File: src/nalu_pkg.sv
// Shared types and constants of the nibble ALU with skip logic.
// Assumes one 40 MHz clock and a sequencer on the same clock that decodes instructions.
// Function
// - Load immediate; runs of loads keep only first.
// - Table read: high nibble to aux, low to accumulator.
// - Table address is pointer low bits, then accumulator.
// - Table read holds one return stack level.
// - Bank set reaches pages 64-127, clear 0-63.
// - Reset or wake selects pages 0 to 63.
// - Add memory to accumulator, carry unchanged.
// - Add memory and carry; carry takes carry out.
// - Add immediate, carry kept, skip without overflow.
// - Accumulator ANDed with addressed memory nibble.
// - Accumulator ORed with addressed memory nibble.
// - Set carry flag to one.
// - Clear carry flag to zero.
// - Skip next instruction when carry is zero.
// - Accumulator replaced by its one's complement.
// - Rotate accumulator right through carry flag.
// - Set selected bit of addressed memory nibble.
// - Clear selected bit of addressed memory nibble.
// - Skip next when selected memory bit is zero.
// - Skip next when accumulator equals memory nibble.
// - Skip next when accumulator equals immediate.
package nalu_pkg;

    localparam int NALU_NIB_W = 4;
    localparam int NALU_PAGE_W = 6;
    localparam int NALU_PTR_W = 3;
    localparam int NALU_ROM_AW = 14;
    localparam int NALU_ROM_DW = 8;
    localparam int NALU_HI_LSB = 4;

    localparam logic [3:0] NALU_NIB_RST = 4'h0;
    localparam logic NALU_CARRY_RST = 1'b0;
    localparam logic NALU_BANK_LOW = 1'b0;

    typedef enum logic [4:0] {
        NALU_OP_NOP,
        NALU_OP_LOAD_IMM,
        NALU_OP_TABLE_READ,
        NALU_OP_BANK_SET,
        NALU_OP_BANK_CLR,
        NALU_OP_ADD_MEM,
        NALU_OP_ADDC_MEM,
        NALU_OP_ADD_IMM,
        NALU_OP_AND_MEM,
        NALU_OP_OR_MEM,
        NALU_OP_SET_CARRY,
        NALU_OP_CLR_CARRY,
        NALU_OP_TEST_CARRY,
        NALU_OP_COMPL,
        NALU_OP_ROT_RIGHT,
        NALU_OP_BIT_SET,
        NALU_OP_BIT_CLR,
        NALU_OP_BIT_TEST,
        NALU_OP_CMP_MEM,
        NALU_OP_CMP_IMM
    } nalu_op_e;

    typedef enum logic {
        NALU_TAB_IDLE,
        NALU_TAB_WAIT
    } nalu_tab_e;

    typedef struct packed {
        logic valid;
        nalu_op_e op;
        logic [NALU_NIB_W-1:0] imm;
        logic [NALU_PAGE_W-1:0] page;
    } nalu_instr_s;

    typedef struct packed {
        logic [NALU_NIB_W-1:0] acc;
        logic acc_we;
        logic carry;
        logic carry_we;
        logic [NALU_NIB_W-1:0] mem;
        logic mem_we;
        logic skip;
    } nalu_res_s;

    typedef struct packed {
        logic [NALU_NIB_W-1:0] acc;
        logic [NALU_NIB_W-1:0] aux;
        logic carry;
        logic bank;
        logic load_run;
        nalu_tab_e tab;
        logic skip_req;
        logic mem_we;
        logic [NALU_NIB_W-1:0] mem_wdata;
        logic rom_req;
        logic [NALU_ROM_AW-1:0] rom_addr;
        logic push;
        logic pop;
    } nalu_state_s;

    localparam nalu_state_s NALU_STATE_RST = '{
        acc: NALU_NIB_RST,
        aux: NALU_NIB_RST,
        carry: NALU_CARRY_RST,
        bank: NALU_BANK_LOW,
        load_run: 1'b0,
        tab: NALU_TAB_IDLE,
        skip_req: 1'b0,
        mem_we: 1'b0,
        mem_wdata: NALU_NIB_RST,
        rom_req: 1'b0,
        rom_addr: 14'h0000,
        push: 1'b0,
        pop: 1'b0
    };

endpackage

File: src/nalu_alu.sv
// Combinational arithmetic, logic, bit and compare unit of the nibble ALU.
// Assumes the caller applies the write enables only for executed instructions.
`timescale 1ns/1ps
module nalu_alu
    import nalu_pkg::*;
(
    // Operation
    input wire nalu_op_e op_i,
    input wire logic [3:0] imm_i,
    // Operands
    input wire logic [3:0] acc_i,
    input wire logic carry_i,
    input wire logic [3:0] mem_i,
    // Result
    output nalu_res_s res_o
);

    logic [4:0] sum;
    logic [3:0] addend;
    logic cin;
    logic [3:0] bit_mask;

    always_comb
    begin
        addend = (op_i == NALU_OP_ADD_IMM) ? imm_i : mem_i;
        cin = (op_i == NALU_OP_ADDC_MEM) ? carry_i : 1'b0;
        sum = {1'b0, acc_i} + {1'b0, addend} + {4'h0, cin};
        bit_mask = 4'h1 << imm_i[1:0];
        res_o = '0;
        res_o.acc = acc_i;
        res_o.carry = carry_i;
        res_o.mem = mem_i;
        case (op_i)
            NALU_OP_ADD_MEM:
            begin
                res_o.acc = sum[3:0];
                res_o.acc_we = 1'b1;
            end
            NALU_OP_ADDC_MEM:
            begin
                res_o.acc = sum[3:0];
                res_o.carry = sum[4];
                res_o.acc_we = 1'b1;
                res_o.carry_we = 1'b1;
            end
            NALU_OP_ADD_IMM:
            begin
                res_o.acc = sum[3:0];
                res_o.acc_we = 1'b1;
                res_o.skip = ~sum[4];
            end
            NALU_OP_AND_MEM:
            begin
                res_o.acc = acc_i & mem_i;
                res_o.acc_we = 1'b1;
            end
            NALU_OP_OR_MEM:
            begin
                res_o.acc = acc_i | mem_i;
                res_o.acc_we = 1'b1;
            end
            NALU_OP_SET_CARRY:
            begin
                res_o.carry = 1'b1;
                res_o.carry_we = 1'b1;
            end
            NALU_OP_CLR_CARRY:
            begin
                res_o.carry = 1'b0;
                res_o.carry_we = 1'b1;
            end
            NALU_OP_TEST_CARRY:
            begin
                res_o.skip = ~carry_i;
            end
            NALU_OP_COMPL:
            begin
                res_o.acc = ~acc_i;
                res_o.acc_we = 1'b1;
            end
            NALU_OP_ROT_RIGHT:
            begin
                res_o.acc = {carry_i, acc_i[3:1]};
                res_o.carry = acc_i[0];
                res_o.acc_we = 1'b1;
                res_o.carry_we = 1'b1;
            end
            NALU_OP_BIT_SET:
            begin
                res_o.mem = mem_i | bit_mask;
                res_o.mem_we = 1'b1;
            end
            NALU_OP_BIT_CLR:
            begin
                res_o.mem = mem_i & ~bit_mask;
                res_o.mem_we = 1'b1;
            end
            NALU_OP_BIT_TEST:
            begin
                res_o.skip = ~mem_i[imm_i[1:0]];
            end
            NALU_OP_CMP_MEM:
            begin
                res_o.skip = (acc_i == mem_i);
            end
            NALU_OP_CMP_IMM:
            begin
                res_o.skip = (acc_i == imm_i);
            end
            default:
            begin
                res_o.acc_we = 1'b0;
            end
        endcase
    end

endmodule

File: src/nalu_core.sv
// Execution datapath of the nibble ALU: accumulator, auxiliary register, carry,
// table-read bank and the skip requests handed back to the program sequencer.
// Assumes the sequencer, data memory and program memory all run on mclk_i.
`timescale 1ns/1ps
module nalu_core
    import nalu_pkg::*;
(
    // Clock and reset
    input wire logic mclk_i,
    input wire logic rst_n_i,
    // Instruction from the sequencer
    input wire nalu_instr_s instr_i,
    input wire logic skip_i,
    output logic busy_o,
    output logic skip_req_o,
    // Power-down return
    input wire logic wake_i,
    // Data memory at the data pointer
    input wire logic [3:0] mem_rdata_i,
    output logic [3:0] mem_wdata_o,
    output logic mem_we_o,
    // Pointer register low bits
    input wire logic [2:0] pointer_low_bits_i,
    // Program memory table port
    output logic rom_req_o,
    output logic [13:0] rom_addr_o,
    input wire logic rom_valid_i,
    input wire logic [7:0] rom_data_i,
    // Return stack
    output logic stack_push_o,
    output logic stack_pop_o,
    // Visible state
    output logic [3:0] acc_o,
    output logic [3:0] aux_o,
    output logic carry_flag_o,
    output logic bank_o
);

    nalu_state_s st_r;
    nalu_state_s st_nxt;
    nalu_res_s alu_res;
    logic take;
    logic exec;
    logic tab_done;

    // A skipped slot is still taken so that the sequencer can move on, but it
    // executes nothing.
    assign take = instr_i.valid && (st_r.tab == NALU_TAB_IDLE);
    assign exec = take && !skip_i;
    assign tab_done = (st_r.tab == NALU_TAB_WAIT) && rom_valid_i;

    nalu_alu u_alu (
        .op_i(instr_i.op),
        .imm_i(instr_i.imm),
        .acc_i(st_r.acc),
        .carry_i(st_r.carry),
        .mem_i(mem_rdata_i),
        .res_o(alu_res)
    );

    always_comb
    begin
        st_nxt = st_r;
        st_nxt.skip_req = 1'b0;
        st_nxt.mem_we = 1'b0;
        st_nxt.push = 1'b0;
        st_nxt.pop = 1'b0;
        if (take)
        begin
            // Any coded load, executed or not, continues the run.
            st_nxt.load_run = (instr_i.op == NALU_OP_LOAD_IMM);
        end
        if (exec)
        begin
            case (instr_i.op)
                NALU_OP_LOAD_IMM:
                begin
                    if (!st_r.load_run)
                    begin
                        st_nxt.acc = instr_i.imm;
                    end
                end
                NALU_OP_TABLE_READ:
                begin
                    st_nxt.rom_req = 1'b1;
                    st_nxt.rom_addr = {st_r.bank, instr_i.page,
                                       pointer_low_bits_i, st_r.acc};
                    st_nxt.push = 1'b1;
                    st_nxt.tab = NALU_TAB_WAIT;
                end
                NALU_OP_BANK_SET:
                begin
                    st_nxt.bank = 1'b1;
                end
                NALU_OP_BANK_CLR:
                begin
                    st_nxt.bank = NALU_BANK_LOW;
                end
                default:
                begin
                    if (alu_res.acc_we)
                    begin
                        st_nxt.acc = alu_res.acc;
                    end
                    if (alu_res.carry_we)
                    begin
                        st_nxt.carry = alu_res.carry;
                    end
                    st_nxt.mem_we = alu_res.mem_we;
                    st_nxt.mem_wdata = alu_res.mem;
                    st_nxt.skip_req = alu_res.skip;
                end
            endcase
        end
        if (tab_done)
        begin
            st_nxt.aux = rom_data_i[NALU_ROM_DW-1:NALU_HI_LSB];
            st_nxt.acc = rom_data_i[NALU_HI_LSB-1:0];
            st_nxt.rom_req = 1'b0;
            st_nxt.pop = 1'b1;
            st_nxt.tab = NALU_TAB_IDLE;
        end
        if (wake_i)
        begin
            st_nxt.bank = NALU_BANK_LOW;
        end
    end

    always_ff @(posedge mclk_i)
    begin
        if (!rst_n_i)
        begin
            st_r <= NALU_STATE_RST;
        end
        else
        begin
            st_r <= st_nxt;
        end
    end

    assign busy_o = (st_r.tab != NALU_TAB_IDLE);
    assign skip_req_o = st_r.skip_req;
    assign mem_wdata_o = st_r.mem_wdata;
    assign mem_we_o = st_r.mem_we;
    assign rom_req_o = st_r.rom_req;
    assign rom_addr_o = st_r.rom_addr;
    assign stack_push_o = st_r.push;
    assign stack_pop_o = st_r.pop;
    assign acc_o = st_r.acc;
    assign aux_o = st_r.aux;
    assign carry_flag_o = st_r.carry;
    assign bank_o = st_r.bank;

    // One strobe per executed operation for the checks below. A function that read
    // exec itself would see the values after the edge, not the sampled ones.
    logic [19:0] exec_hit;
    assign exec_hit = exec ? (20'h00001 << instr_i.op) : 20'h00000;
endmodule

File: config.mk
export PLATFORM = sky130hd
export DESIGN_NAME = nalu_core
export DESIGN_NICKNAME = d
export VERILOG_FILES = /design/src/nalu_pkg.sv /design/src/nalu_alu.sv /design/src/nalu_core.sv
export SDC_FILE = /design/constraint.sdc
export NUM_CORES = 1
export LEC_CHECK = 0
export ABC_AREA = 0
export ABC_CLOCK_PERIOD_IN_PS = 3650
export BUFFER_PORTS_ARGS = -buffer_cell sky130_fd_sc_hd__buf_2
export CAP_MARGIN = 10
export CORE_MARGIN = 2
export CORE_UTILIZATION = 40
export CTS_CLUSTER_SIZE = 14
export DETAILED_ROUTE_END_ITERATION = 10
export PLACE_DENSITY = 0.7
export SLEW_MARGIN = 20
export SYNTH_ARGS = -nofsm -noshare
export SYNTH_HDL_FRONTEND = slang
export SYNTH_SLANG_ARGS = --single-unit
File: constraint.sdc
create_clock -name mclk_i -period 3.65 [get_ports mclk_i]
set_input_delay 0 -clock mclk_i [delete_from_list [all_inputs] [get_ports mclk_i]]
set_output_delay 0 -clock mclk_i [all_outputs]
set_load 0.03 [all_outputs]
==> After elaboration in Yosys (flattened, before gate mapping) <==
Index checks and enable logic that the tools add are counted.
{ "totals": {"regBits": 34, "inputBits": 36} }
{ "op_classes": {"add_sub_neg": 2, "order_cmp": 1, "n_eq_ne": 23, "shift": 1, "n_mux": 17, "bitwise_logic": 13, "n_reduce_logical": 22} }
{ "op_table": {"columns": ["cell", "n"], "rows": [
  ["$eq A5 B4 Y1 const B", 8],
  ["$eq A5 B3 Y1 const B", 4],
  ["$eq A5 B5 Y1 const B", 4],
  ["$pmux W4 S5", 1],
  ["$mux W4", 4],
  ["$eq A5 B2 Y1 const B", 2],
  ["$pmux W5 S2", 1],
  ["$and A4 B4 Y4", 2],
  ["$eq A4 B4 Y1", 2],
  ["$mux W8", 1],
  ["$not A4 Y4", 2],
  ["$or A4 B4 Y4", 2],
  ["$pmux W2 S4", 1],
  ["$pmux W4 S2", 1],
  ["$reduce_and A2 Y1", 4],
  ["$not A1 Y1", 7],
  ["$reduce_bool A7 Y1", 1],
  ["$reduce_or A7 Y1", 1],
  ["$reduce_or A3 Y1", 2],
  ["$reduce_or A6 Y1", 1],
  ["$add A4 B4 Y5", 1],
  ["$add A5 B1 Y5", 1],
  ["$eq A5 B1 Y1 const B", 1],
  ["$mux W1", 5],
  ["16 further kinds", 20]
]} }

==> Longest topological paths before layout <==
{ "depth": {"word_depth": 9, "mapped_depth": 12} }

==> Hierarchy <==
A second synthesis with hierarchy kept.
{ "hier_totals": {"hier_cells": 309, "hier_area_um2": 2364.8} }
{ "by_module_without_submodules": {"columns": ["module", "n_inst", "cells_per_inst", "area_each_um2"], "rows": [
  ["nalu_core", 1, 198, 1599.0],
  ["nalu_alu", 1, 111, 765.7]
]} }

==> Worst setup path before layout <==
Ideal clock, no wire load.
{ "synth_path": {"kind": "input to register", "startpoint": "in instr_i[12] (netlist name)", "endpoint": "reg st_r (netlist bit skip_req_o)", "t_arrival_ns": 2.615, "path_slack_ns": 0.955, "stages": 11, "path_cell_list": "buf_6 buf_2 nand2_1 nor3_1 mux2_2 fa_1 fa_1 a21o_1 a21oi_1 a211oi_1 a211oi_2"} }
{ "synth_between": {"elab_chain_len": 6} }
{ "synth_rtl": {"columns": ["item", "line_no", "text"], "rows": [
  ["from (decl)", "nalu_core.sv:12", "input wire nalu_instr_s instr_i,"],
  ["$eq A5 B3 Y1", "nalu_alu.sv:25, nalu_alu.sv:33", null],
  ["$mux W4", "nalu_alu.sv:25", "addend = (op_i == NALU_OP_ADD_IMM) ? imm_i : mem_i;"],
  ["$add A4 B4 Y5", "nalu_alu.sv:27", "sum = {1'b0, acc_i} + {1'b0, addend} + {4'h0, cin};"],
  ["$add A5 B1 Y5", "nalu_alu.sv:27", null],
  ["$not A1 Y1", "nalu_alu.sv:50", "res_o.skip = ~sum[4];"],
  ["$pmux W1 S5", "nalu_alu.sv:33", "case (op_i)"],
  ["to (signal assigned)", "nalu_core.sv:137", "st_r <= st_nxt;"],
  ["to (decl)", "nalu_core.sv:39", "nalu_state_s st_r;"]
]} }
Parallel ways exist; a longest one is shown, timed or not.
A chain may end at the register's enable or synchronous reset.

==> Worst setup path after layout <==
{ "layout_path": {"startpoint": "in instr_i[10] (netlist name)", "endpoint": "reg st_r (netlist bit skip_req_o)"} }
Same word-level chain as after synthesis.

==> impl_metrics.env <==
export IMPL_yosysUniqueCellTypes=63
export IMPL_cp_max_fo=22
export IMPL_ys_flop_type="dfxtp_1"
export IMPL_syn_to_final_growth_pct=17.54
export IMPL_max_slew_worst_pin_slew_ps=939.3
export IMPL_crit_arrival_ps=2870
export IMPL_setup_viol=0
export IMPL_power_density_nw_per_um2=336.5
export IMPL_synth_most_common_cell="nand2_1"
export IMPL_cts_repair_resized=0
export IMPL_p_leak_uw=0.001178
export IMPL_wl_mm=6.413
export IMPL_crit_path_frequent_cell="fa_1"
export IMPL_final_period_utilization_pct=73.11
export IMPL_ant_nets=0
export IMPL_drtIter0Drc=115
export IMPL_end_kind="flip-flop"
export IMPL_drive_gt1_share_pct=27.09
export IMPL_start_util_pct=41.09
export IMPL_grt_use_total_pct=19.77
export IMPL_grt_pass1_wl_mm=10.14
export IMPL_post_cts_buffers=0
export IMPL_io_buffers=69
export IMPL_synth_area_leader_cell="dfxtp_1"
export IMPL_drt_first_pass_iters=4
export IMPL_synth_enable_flop_cells=0
export IMPL_via_per_inst=5.390
export IMPL_route_detailed_drc=0
export IMPL_path_class="in -> reg"
export IMPL_max_stage_delay_ps=450
export IMPL_setup_ws_ps=981.3
export IMPL_die_area_sq_um=6685
export IMPL_fin_worst_skew_ps=3.904
export IMPL_n_antenna_cell=0
export IMPL_synth_warnings=0
export IMPL_hold_path_class="in -> reg"
export IMPL_gp_congestion=0.9311
export IMPL_synth_cell_area_sq_um=2419
export IMPL_synthTopCellsByArea="dfxtp_1, buf_4, nand2_1, a21oi_1, o21ai_0"
export IMPL_hold_violations=0
export IMPL_rsz0062_at_grt="false"
export IMPL_fin_cells=433
export IMPL_vias=2334
export IMPL_antenna_found_initial=0
export IMPL_synth_seq_cells=34
export IMPL_ys_seq_area_share_pct=28.14
export IMPL_postLayoutCoreUtil_pct=48.30
export IMPL_grt_max_degree=31
export IMPL_dp_cells=411
export IMPL_outcome="completed"
export IMPL_die_h_microns=81.76
export IMPL_crit_slowest_cell="fa_1"
export IMPL_coreArea_sq_um=5886
export IMPL_path_cells="buf_2 > nand2_1 > nor3_1 > buf_4 > mux2_2 > fa_1 > fa_1 > a21o_1 > a21oi_1 > a211oi_1 > a211oi_2"
export IMPL_pre_cts_ws_ps=717.2
export IMPL_async_flop_share_pct=0
export IMPL_root_buffer="clkbuf_8"
export IMPL_io_pins=70
export IMPL_synth_nets=354
export IMPL_dpl_hpwl_mm=4.734
export IMPL_clkTransAtPathRegs_ps=80
export IMPL_maxCapViolations=0
export IMPL_max_clock_freq_mhz=374.7
export IMPL_tritoncts="built"
export IMPL_cts_buffer_depth=2
export IMPL_die_w_microns=81.76
export IMPL_nets=398
export IMPL_synth_common_cells="nand2_1, a21oi_1, dfxtp_1"
export IMPL_period_minus_slack_ps=2669
export IMPL_overflow=0
export IMPL_startpoint_type="primary input"
export IMPL_max_slew_margin_pct=37.31
export IMPL_fillers=568
export IMPL_report_final_slew_viol_count=0
export IMPL_synth_top_area_share_pct=28.14
export IMPL_wire_per_inst_microns=14.81
export IMPL_synth_cells=313
export IMPL_vdd_ir_drop_max_uv=309.3
export IMPL_cts_buffers=5
export IMPL_postSynthAreaPerCell_sq_um=7.727
export IMPL_setup_tns_ps=0
export IMPL_num_rows=28
export IMPL_cts_sinks=34
export IMPL_first_global_vias=2088
export IMPL_insertion_delay_ps=290
export IMPL_cp_required_ps=3860
export IMPL_htree_levels=2
export IMPL_cts_hold_repair_buffers=14
state kept, by name, indices dropped and copies added (netlist names):
signal        flops
mem_we_o          1
stack_push_o      1
st_r              1
stack_pop_o       1
aux_o             4
skip_req_o        1
acc_o             4
rom_addr_o       14
bank_o            1
carry_flag_o      1
mem_wdata_o       4
rom_req_o         1
critical path, delay by kind of cell:
family,cells,cell delay (ps)
adder cells (fa/ha/maj),2,890
multiplexers,1,350
buffers and inverters,2,460
AO/OA/AOI/OAI,4,720
AND/OR/NAND/NOR,2,450
cell families after synthesis:
kind of cell             after synthesis  share of synthesized area (%)
AO/OA/AOI/OAI                         86                          22.97
adder cells (fa/ha/maj)                5                          3.208
AND/OR/NAND/NOR                      119                          25.19
flip-flops                            34                          28.14
buffers and inverters                 54                          13.76
multiplexers                          10                          4.914
XOR/XNOR                               5                          1.811
metal layers:
layer	track usage [%]	part of all wire [%]	up-vias
li1	-	-	1171
met1	25.30	45	1049
met2	32.85	46	104
met3	4.176	7.7	10
met4	6.833	1.7	0
met5	0	0	-
final timing paths:
check	from	end	slack, ps	depth (start not counted)
hold / removal	rom_data_i[0]	acc_o[0]	60	4
setup reg to reg	acc_o[0]	skip_req_o	1440	6
setup / recovery	instr_i[10]	skip_req_o	980	11
hold reg to reg	aux_o[0]	aux_o[0]	450	2
through the flow:
step	cell area (sq um)	hold slack [ps]	power [uW]
floorplan	2419	83.06	495.1
finish	2843	60.23	956.5
CTS	2843	48.92	963.9
global placement	2565	178.3	534.1
detailed placement	2565	178.0	533.8
global route	2843	61.59	999.5
report_power, final:
part / switching, uW / leakage (uW) / internal [uW]
sequential: 5.94 / 0.000274 / 375
clock: 144 / 0.0000683 / 274
combinational: 91.0 / 0.000835 / 66.4
cell usage in the layout, fill, tap and decap left out, types with 5 or more instances in the layout:
master / netlist / layout
buf_2: 8 / 69
clkbuf_8: 0 / 5
mux2_2: 5 / 5
nand2_1: 55 / 55
a21oi_1: 37 / 37
dfxtp_1: 34 / 34
nor2b_1: 9 / 9
nor2_1: 14 / 14
nor3_1: 5 / 5
o21ai_0: 13 / 13
dlygate4sd3_1: 0 / 14
layout make-up:
type                       instances  area [sq um]  share of cell area, %
clock buffer                       5         68.82                  2.421
tap                               75         93.84                  3.301
inverter                           6         25.02                 0.8803
multi-input combinational        225          1405                  49.43
sequential                        34         680.7                  23.94
timing repair buffer              85         500.5                  17.61
clock inverter                     3         68.82                  2.421
Power figures use the tool's default switching activity.
